==> src/inc/ialu_params.svh <==
// named constants of the integer arithmetic and logic unit
// assumes the includer wants plain `define names, no types
`ifndef IALU_PARAMS_SVH
`define IALU_PARAMS_SVH

// flag vector bit positions and width
`define IALU_FLAG_C 0
`define IALU_FLAG_Z 1
`define IALU_FLAG_N 2
`define IALU_FLAG_V 3
`define IALU_FLAG_S 4
`define IALU_FLAG_H 5
`define IALU_FLAG_W 6

// which flags each group of operations updates
`define IALU_UPD_ARITH 6'h2F
`define IALU_UPD_WORD  6'h1F
`define IALU_UPD_LOGIC 6'h0E
`define IALU_UPD_ONES  6'h0F
`define IALU_UPD_NONE  6'h00

`define IALU_ALL_ONES  8'hFF
`define IALU_ZERO      8'h00
`define IALU_ONE       8'h01

`endif

==> src/inc/ialu_pkg.sv <==
// types shared by the integer arithmetic and logic unit
// assumes nothing beyond a SystemVerilog compiler
`default_nettype none
package ialu_pkg;
  typedef enum logic [4:0] {
    ialu_sum,
    ialu_sum_carry,
    ialu_word_immediate_sum,
    ialu_difference,
    ialu_difference_immediate,
    ialu_difference_with_borrow,
    ialu_immediate_difference_with_borrow,
    ialu_word_immediate_difference,
    ialu_conjunction,
    ialu_conjunction_immediate,
    ialu_disjunction,
    ialu_disjunction_immediate,
    ialu_exclusive_disjunction,
    ialu_ones_invert,
    ialu_twos_invert,
    ialu_bit_mask_set,
    ialu_bit_mask_clear,
    ialu_plus_one
  } ialu_op_t;

  typedef enum logic {
    ialu_st_idle,
    ialu_st_word_high
  } ialu_state_t;
endpackage
`default_nettype wire

==> src/verilog/ialu_adder.sv <==
// adder/subtractor with carry, overflow and half-carry out
// assumes W of at least 4; purely combinational
`default_nettype none
module ialu_adder #(
  parameter int W = 8
) (
  input  wire logic [W-1:0] a,
  input  wire logic [W-1:0] b,
  input  wire logic         cin,
  input  wire logic         sub,
  output logic      [W-1:0] r,
  output logic              c,
  output logic              v,
  output logic              h
);
  logic [W:0] wide;

  always_comb
  begin
    // in subtract mode cin is a borrow and c comes out as a borrow
    if (sub)
      wide = {1'b0, a} - {1'b0, b} - {{W{1'b0}}, cin};
    else
      wide = {1'b0, a} + {1'b0, b} + {{W{1'b0}}, cin};
    r = wide[W-1:0];
    c = wide[W];
    if (sub)
    begin
      v = (a[W-1] & ~b[W-1] & ~r[W-1]) | (~a[W-1] & b[W-1] & r[W-1]);
      h = (~a[3] & b[3]) | (b[3] & r[3]) | (r[3] & ~a[3]);
    end
    else
    begin
      v = (a[W-1] & b[W-1] & ~r[W-1]) | (~a[W-1] & ~b[W-1] & r[W-1]);
      h = (a[3] & b[3]) | (b[3] & ~r[3]) | (~r[3] & a[3]);
    end
  end
endmodule
`default_nettype wire

==> src/verilog/ialu_core.sv <==
// integer arithmetic and logic unit: operands in, write-back and flags out
// assumes the decoder holds start for one cycle and respects busy
`default_nettype none
`include "ialu_params.svh"

module ialu_core
  import ialu_pkg::*;
(
  input  wire logic                     clk,
  input  wire logic                     rst,
  input  wire logic                     start,
  input  wire ialu_pkg::ialu_op_t       op,
  input  wire logic [7:0]               dst_val,
  input  wire logic [7:0]               dst_high_val,
  input  wire logic [7:0]               source_register,
  input  wire logic [7:0]               imm,
  input  wire logic                     carry_in,
  output logic                          busy,
  output logic                          wr_en,
  output logic                          wr_high,
  output logic [7:0]                    wr_data,
  output logic [`IALU_FLAG_W-1:0]       flag_we,
  output logic [`IALU_FLAG_W-1:0]       flag_val,
  output logic                          done
);
  import ialu_pkg::*;

  ialu_state_t             state;
  ialu_state_t             next_state;
  logic                    next_busy;
  logic                    next_wr_en;
  logic                    next_wr_high;
  logic [7:0]              next_wr_data;
  logic [`IALU_FLAG_W-1:0] next_flag_we;
  logic [`IALU_FLAG_W-1:0] next_flag_val;
  logic                    next_done;
  logic [7:0]              pend_high;
  logic [7:0]              next_pend_high;
  logic [`IALU_FLAG_W-1:0] pend_flags;
  logic [`IALU_FLAG_W-1:0] next_pend_flags;

  logic [7:0]  ba;
  logic [7:0]  bb;
  logic        bcin;
  logic        bsub;
  logic [7:0]  br;
  logic        bc;
  logic        bv;
  logic        bh;
  logic [15:0] wr16;
  logic        wc;
  logic        wv;
  logic        w_sub;
  logic        accept;
  logic [7:0]  res;
  logic        logic_op;

  assign accept = start && (state == ialu_st_idle);
  assign w_sub  = (op == ialu_word_immediate_difference);

  ialu_adder #(.W(8)) u_byte (
    .a   (ba),
    .b   (bb),
    .cin (bcin),
    .sub (bsub),
    .r   (br),
    .c   (bc),
    .v   (bv),
    .h   (bh)
  );

  // the word path has its own adder so both bytes settle in the first cycle
  ialu_adder #(.W(16)) u_word (
    .a   ({dst_high_val, dst_val}),
    .b   ({`IALU_ZERO, imm}),
    .cin (1'b0),
    .sub (w_sub),
    .r   (wr16),
    .c   (wc),
    .v   (wv),
    .h   ()
  );

  // operand steering for the byte adder and the logic results
  always_comb
  begin
    ba       = dst_val;
    bb       = source_register;
    bcin     = 1'b0;
    bsub     = 1'b0;
    res      = br;
    // logic group shares one flag rule, so it is decoded once here
    logic_op = op inside {ialu_conjunction, ialu_conjunction_immediate, ialu_disjunction,
                          ialu_disjunction_immediate, ialu_exclusive_disjunction,
                          ialu_bit_mask_set, ialu_bit_mask_clear};
    case (op)
      ialu_sum_carry:                        bcin = carry_in;
      ialu_difference:                       bsub = 1'b1;
      ialu_difference_immediate:
      begin
        bsub = 1'b1;
        bb   = imm;
      end
      ialu_difference_with_borrow:
      begin
        bsub = 1'b1;
        bcin = carry_in;
      end
      ialu_immediate_difference_with_borrow:
      begin
        bsub = 1'b1;
        bb   = imm;
        bcin = carry_in;
      end
      ialu_conjunction:                      res = dst_val & source_register;
      ialu_conjunction_immediate:            res = dst_val & imm;
      ialu_disjunction:                      res = dst_val | source_register;
      ialu_disjunction_immediate:            res = dst_val | imm;
      ialu_exclusive_disjunction:            res = dst_val ^ source_register;
      ialu_bit_mask_set:                     res = dst_val | imm;
      ialu_bit_mask_clear:                   res = dst_val & (`IALU_ALL_ONES - imm);
      ialu_ones_invert:
      begin
        ba   = `IALU_ALL_ONES;
        bb   = dst_val;
        bsub = 1'b1;
      end
      ialu_twos_invert:
      begin
        ba   = `IALU_ZERO;
        bb   = dst_val;
        bsub = 1'b1;
      end
      ialu_plus_one:                         bb = `IALU_ONE;
      default:                               bb = source_register;
    endcase
  end

  always_comb
  begin
    next_state      = state;
    next_busy       = 1'b0;
    next_wr_en      = 1'b0;
    next_wr_high    = 1'b0;
    next_wr_data    = wr_data;
    next_flag_we    = `IALU_UPD_NONE;
    next_flag_val   = flag_val;
    next_done       = 1'b0;
    next_pend_high  = pend_high;
    next_pend_flags = pend_flags;
    case (state)
      ialu_st_idle:
      begin
        if (accept)
        begin
          if (op == ialu_word_immediate_sum || op == ialu_word_immediate_difference)
          begin
            // low byte goes back now, high byte and flags one clock later
            next_state      = ialu_st_word_high;
            next_busy       = 1'b1;
            next_wr_en      = 1'b1;
            next_wr_data    = wr16[7:0];
            next_pend_high  = wr16[15:8];
            next_pend_flags = `IALU_UPD_NONE;
            next_pend_flags[`IALU_FLAG_C] = wc;
            next_pend_flags[`IALU_FLAG_Z] = (wr16 == {`IALU_ZERO, `IALU_ZERO});
            next_pend_flags[`IALU_FLAG_N] = wr16[15];
            next_pend_flags[`IALU_FLAG_V] = wv;
            next_pend_flags[`IALU_FLAG_S] = wr16[15] ^ wv;
          end
          else
          begin
            next_wr_en   = 1'b1;
            next_done    = 1'b1;
            next_wr_data = res;
            next_flag_val = `IALU_UPD_NONE;
            next_flag_val[`IALU_FLAG_Z] = (res == `IALU_ZERO);
            next_flag_val[`IALU_FLAG_N] = res[7];
            if (logic_op)
              next_flag_we = `IALU_UPD_LOGIC;
            else if (op == ialu_plus_one)
            begin
              next_flag_we = `IALU_UPD_LOGIC;
              next_flag_val[`IALU_FLAG_V] = bv;
            end
            else if (op == ialu_ones_invert)
            begin
              // inverting never overflows and always reports a carry
              next_flag_we = `IALU_UPD_ONES;
              next_flag_val[`IALU_FLAG_C] = 1'b1;
            end
            else
            begin
              next_flag_we = `IALU_UPD_ARITH;
              next_flag_val[`IALU_FLAG_C] = bc;
              next_flag_val[`IALU_FLAG_V] = bv;
              next_flag_val[`IALU_FLAG_H] = bh;
            end
          end
        end
      end
      ialu_st_word_high:
      begin
        next_state    = ialu_st_idle;
        next_wr_en    = 1'b1;
        next_wr_high  = 1'b1;
        next_wr_data  = pend_high;
        next_flag_we  = `IALU_UPD_WORD;
        next_flag_val = pend_flags;
        next_done     = 1'b1;
      end
      default:
        next_state = ialu_st_idle;
    endcase
  end

  always_ff @(posedge clk)
  begin
    if (rst)
    begin
      state      <= ialu_st_idle;
      busy       <= 1'b0;
      wr_en      <= 1'b0;
      wr_high    <= 1'b0;
      wr_data    <= `IALU_ZERO;
      flag_we    <= `IALU_UPD_NONE;
      flag_val   <= `IALU_UPD_NONE;
      done       <= 1'b0;
      pend_high  <= `IALU_ZERO;
      pend_flags <= `IALU_UPD_NONE;
    end
    else
    begin
      state      <= next_state;
      busy       <= next_busy;
      wr_en      <= next_wr_en;
      wr_high    <= next_wr_high;
      wr_data    <= next_wr_data;
      flag_we    <= next_flag_we;
      flag_val   <= next_flag_val;
      done       <= next_done;
      pend_high  <= next_pend_high;
      pend_flags <= next_pend_flags;
    end
  end
endmodule
`default_nettype wire

==> config.mk <==
export PLATFORM = sky130hd
export DESIGN_NAME = ialu_core
export DESIGN_NICKNAME = d
export VERILOG_FILES = /design/src/inc/ialu_pkg.sv /design/src/verilog/ialu_adder.sv /design/src/verilog/ialu_core.sv
export VERILOG_INCLUDE_DIRS = /design/src /design/src/inc
export SDC_FILE = /design/constraint.sdc
export NUM_CORES = 1
export LEC_CHECK = 0
export BUFFER_PORTS_ARGS = -buffer_cell sky130_fd_sc_hd__buf_2
export CORE_ASPECT_RATIO = 1.2
export CORE_MARGIN = 1.5
export CORE_UTILIZATION = 29
export CTS_BUF_LIST = sky130_fd_sc_hd__clkbuf_8 sky130_fd_sc_hd__clkbuf_16
export CTS_CLUSTER_DIAMETER = 60
export DETAILED_ROUTE_END_ITERATION = 8
export GPL_ROUTABILITY_DRIVEN = 0
export PLACE_DENSITY = 0.5
export SYNTH_ARGS = -nofsm -noshare
export SYNTH_HDL_FRONTEND = slang
export SYNTH_SLANG_ARGS = --single-unit
==> constraint.sdc <==
create_clock -name clk -period 4.7 [get_ports clk]
set_input_delay 0.47 -clock clk [delete_from_list [all_inputs] [get_ports clk]]
set_output_delay 0.47 -clock clk [all_outputs]
set_load 0.05 [all_outputs]
==> impl_metrics.prom <==
# TYPE chip_impl_metric gauge
chip_impl_info{name="outcome",value="finished, final reports clean"} 1
chip_impl_metric{name="drt_drc_violations_left",unit=""} 0
chip_impl_metric{name="avgRoutedWirePerCell",unit="um"} 17.4
chip_impl_info{name="layout_commonest_cell",value="buf_2"} 1
chip_impl_metric{name="resized_cells_post_cts",unit=""} 0
chip_impl_info{name="synth_area_leader_cell",value="dfxtp_1"} 1
chip_impl_metric{name="combinationalPowerShare",unit=""} 0.492
chip_impl_metric{name="slew_headroom",unit=""} 0.258
chip_impl_metric{name="fmax",unit="GHz"} 0.230
chip_impl_metric{name="layout-area-overhead-vs-synth",unit="%"} 15.1
chip_impl_metric{name="antenna_cells_inserted",unit=""} 0
chip_impl_info{name="crit_path_cell_trace",value="buf_2, nor2b_1, nand2_1, o21a_1, o32a_1, a222oi_1, buf_4, inv_1, ha_1, ha_1, inv_1, and3_1, a2111oi_0, nand3_1, o221a_4, a222oi_1, nor2_1"} 1
chip_impl_metric{name="synth_compound_gate_area_share",unit=""} 0.326
chip_impl_metric{name="rows",unit=""} 48
chip_impl_metric{name="ioPinCount",unit=""} 65
chip_impl_info{name="clock_tree_from_tritoncts",value="yes"} 1
chip_impl_info{name="synthTopCellsByArea",value="dfxtp_1, ha_1, a21oi_1"} 1
chip_impl_metric{name="drt_iter0_markers",unit=""} 330
chip_impl_metric{name="cp_max_fo",unit=""} 14
chip_impl_metric{name="io_buffers",unit=""} 64
chip_impl_metric{name="cts_max_level",unit=""} 2
chip_impl_metric{name="worst_setup_hold_path_clk_slew",unit="ns"} 0.05
chip_impl_metric{name="firstDrtPassIters",unit=""} 7
chip_impl_metric{name="clock_sinks",unit=""} 32
chip_impl_metric{name="fp.coreArea",unit="um2"} 14500
chip_impl_metric{name="cellLeakagePower",unit="nW"} 2.24
chip_impl_info{name="min_path_type",value="reg -> reg"} 1
chip_impl_info{name="end_kind",value="register"} 1
chip_impl_metric{name="die_height",unit="um"} 137
chip_impl_metric{name="synthCells",unit=""} 599
chip_impl_info{name="final_cell_mix",value="buf_2, nor2_1, nand2_1, a21oi_1, inv_1"} 1
chip_impl_metric{name="pwr_density_cell",unit="nW/um2"} 241
chip_impl_metric{name="p_switching",unit="mW"} 0.495
chip_impl_info{name="critical_path.slowest_cell",value="a222oi_1"} 1
chip_impl_metric{name="die_width",unit="um"} 115
chip_impl_metric{name="postCtsSetupBuffers",unit=""} 0
chip_impl_metric{name="all_layer_global_routing_usage",unit=""} 0.192
chip_impl_metric{name="final_count_of_pins_violating_max_slew",unit=""} 0
chip_impl_metric{name="ys_ff_latch",unit=""} 32
chip_impl_info{name="rsz_0062_raised_after_global_routing",value="false"} 1
chip_impl_metric{name="nets",unit=""} 737
chip_impl_metric{name="cts_hold_repair.buffers",unit=""} 0
chip_impl_metric{name="post_synthesis_xor_xnor_area_fraction",unit=""} 0.0482
chip_impl_metric{name="vias_per_cell",unit=""} 5.56
chip_impl_metric{name="grt_start_max_net_pins",unit=""} 36
chip_impl_metric{name="timing.critical_path.arrival",unit="ns"} 4.48
chip_impl_metric{name="total_nets_after_synthesis",unit=""} 686
chip_impl_metric{name="worst_hold_path_cells",unit=""} 2
chip_impl_metric{name="fin_skew",unit="ns"} 0.00212
chip_impl_metric{name="gr-total-overflow",unit=""} 0
chip_impl_metric{name="clkLatencyLatePin",unit="ns"} 0.27
chip_impl_metric{name="floorplan.initialDensity",unit=""} 0.300
chip_impl_metric{name="clock_path_buffers",unit=""} 2
chip_impl_metric{name="final_layout_size_suffix_gt1_frac",unit=""} 0.144
chip_impl_info{name="cts_root_buf",value="clkbuf_16"} 1
chip_impl_metric{name="final-hold-violation-count",unit=""} 0
chip_impl_metric{name="global_route_wire_length_before_repair",unit="um"} 24200
chip_impl_metric{name="postRouteWirelength",unit="um"} 14800
chip_impl_metric{name="async_reset_ff_frac",unit=""} 0
chip_impl_metric{name="timing.final.crit_share",unit=""} 0.925
chip_impl_metric{name="synthesis.area",unit="um2"} 4360
chip_impl_metric{name="yosysTopAreaCellShare",unit=""} 0.147
chip_impl_metric{name="area_of_the_die",unit="um2"} 15800
chip_impl_info{name="worstSetupPathType",value="in -> reg"} 1
chip_impl_metric{name="tightest_slew",unit="ns"} 1.09
chip_impl_metric{name="critical-path-max-stage-delay",unit="ns"} 0.55
chip_impl_metric{name="power_switching_share",unit=""} 0.410
chip_impl_metric{name="holdWs",unit="ns"} 0.454
chip_impl_metric{name="synth_simple_gate_area_frac",unit=""} 0.248
chip_impl_metric{name="synth_adder_area_share",unit=""} 0.141
chip_impl_metric{name="synth.area.mux_share",unit=""} 0.0212
chip_impl_metric{name="detail_placement_hpwl",unit="um"} 12100
chip_impl_metric{name="synth.distinct_cells",unit=""} 72
chip_impl_info{name="most_used_flip_flop_cell_after_synthesis",value="dfxtp_1"} 1
chip_impl_metric{name="number_of_antenna_violations_at_the_first_check_in_global_routing",unit=""} 0
chip_impl_metric{name="vdd_ir_drop_max",unit="mV"} 0.121
chip_impl_metric{name="cts_inserted_buffers",unit=""} 5
chip_impl_metric{name="synth_edf_count",unit=""} 0
chip_impl_metric{name="final.min_clock_period",unit="ns"} 4.35
chip_impl_metric{name="yosysWarnings",unit=""} 0
chip_impl_info{name="cp-start-kind",value="primary input"} 1
chip_impl_metric{name="synth-seq-area-share",unit=""} 0.147
chip_impl_metric{name="antenna_violating_nets_post_route",unit=""} 0
chip_impl_metric{name="pint",unit="mW"} 0.714
chip_impl_metric{name="route.vias.total",unit=""} 4731
chip_impl_metric{name="ff2ff_path_depth",unit=""} 6
chip_impl_info{name="synth_top_family_by_area",value="compound AO/OA/AOI/OAI gates"} 1
chip_impl_metric{name="syn-mean-instance-area",unit="um2"} 7.28
chip_impl_metric{name="critPathRequiredTime",unit="ns"} 4.84
chip_impl_metric{name="timing.setup.tns",unit="ns"} 0
chip_impl_metric{name="max-cap-violations",unit=""} 0
chip_impl_metric{name="grt_pass1_vias",unit=""} 4639
chip_impl_metric{name="clockPowerShare",unit=""} 0.262
chip_impl_metric{name="setup_viol",unit=""} 0
chip_impl_metric{name="seq_power_share",unit=""} 0.246
[metrics by stage]
stage,utilization,setup slack [ns],instance area [um2],power [mW],std cells
floorplan,-,0.538,4360,0.734,599
global placement,0.335,0.261,4870,0.890,843
detailed placement,0.335,0.0909,4870,0.894,843
CTS,0.345,0.368,5020,1.22,851
global route,0.345,0.0698,5020,1.29,851
finish,0.345,0.352,5020,1.21,851
[per-layer routing]
layer  vias to the layer above  share of wire  GRT usage  wire [um]
met3                        20          0.038     0.0167        562
met1                      2248           0.44      0.244       6510
met2                       140           0.50      0.342       7380
met4                         0          0.025     0.0624        376
met5                         -              0          0          0
li1                       2323              -          -          -
[area by class of cell]
cell class	count	area (um2)
tap	200	250
clock inverter	2	7.51
timing repair buffer	76	410
fill	1587	9520
clock buffer	6	139
inverter	40	150
sequential	32	641
multi-input combinational	495	3420
[final timing paths]
check                                 from                         end  slack (ns)
setup / recovery                     op[3]    flag_val[2]$_SDFFE_PP0P_        0.35
hold / removal    flag_val[5]$_SDFFE_PP0P_    flag_val[5]$_SDFFE_PP0P_        0.45
hold reg to reg   flag_val[5]$_SDFFE_PP0P_    flag_val[5]$_SDFFE_PP0P_        0.45
setup reg to reg           busy$_SDFF_PP0_  pend_flags[1]$_SDFFE_PP0P_        2.14
[sequential cells by signal, indices dropped and copies added, names as in the netlist]
signal and cells:
wr_data 8, pend_high 7, flag_val 6, pend_flags 5, flag_we 2, busy 1
done 1, wr_en 1, wr_high 1
[synthesized netlist by cell type, types with 13 or more instances]
master    count
nor2_1       56
a21oi_1      47
nand2_1      47
ha_1         41
inv_1        40
dfxtp_1      32
o21ai_0      28
nor3_1       25
clkbuf_1     20
nand3_1      19
nor2b_1      19
a211oi_1     14
o21a_1       13
xor2_1       13
[logic make-up after synthesis]
group / Yosys count
and+or+nand+nor: 215
DFF: 32
xor gates and xnor gates: 24
buffers and inverters: 72
adders and majority gates: 46
muxes: 9
AOI/OAI and AO/OA: 201
[power groups by stage]
stage / registers (mW) / logic, mW / clock network, mW
6_report: 0.297 / 0.595 / 0.317
5_1_grt: 0.299 / 0.658 / 0.337
3_3_place_gp: 0.303 / 0.586 / 0
2_1_floorplan: 0.349 / 0.385 / 0
3_5_place_dp: 0.303 / 0.591 / 0
4_1_cts: 0.297 / 0.594 / 0.324
[worst max-delay path: cells and delay by family]
| kind | cells | cell delay, ns |
|---|---|---|
| buffers and inverters | 4 | 0.58 |
| AND/OR/NAND/NOR | 5 | 0.78 |
| AO/OA/AOI/OAI | 6 | 1.95 |
| adder cells (fa/ha/maj) | 2 | 0.68 |
No activity file was read; power rests on OpenSTA's default activity.
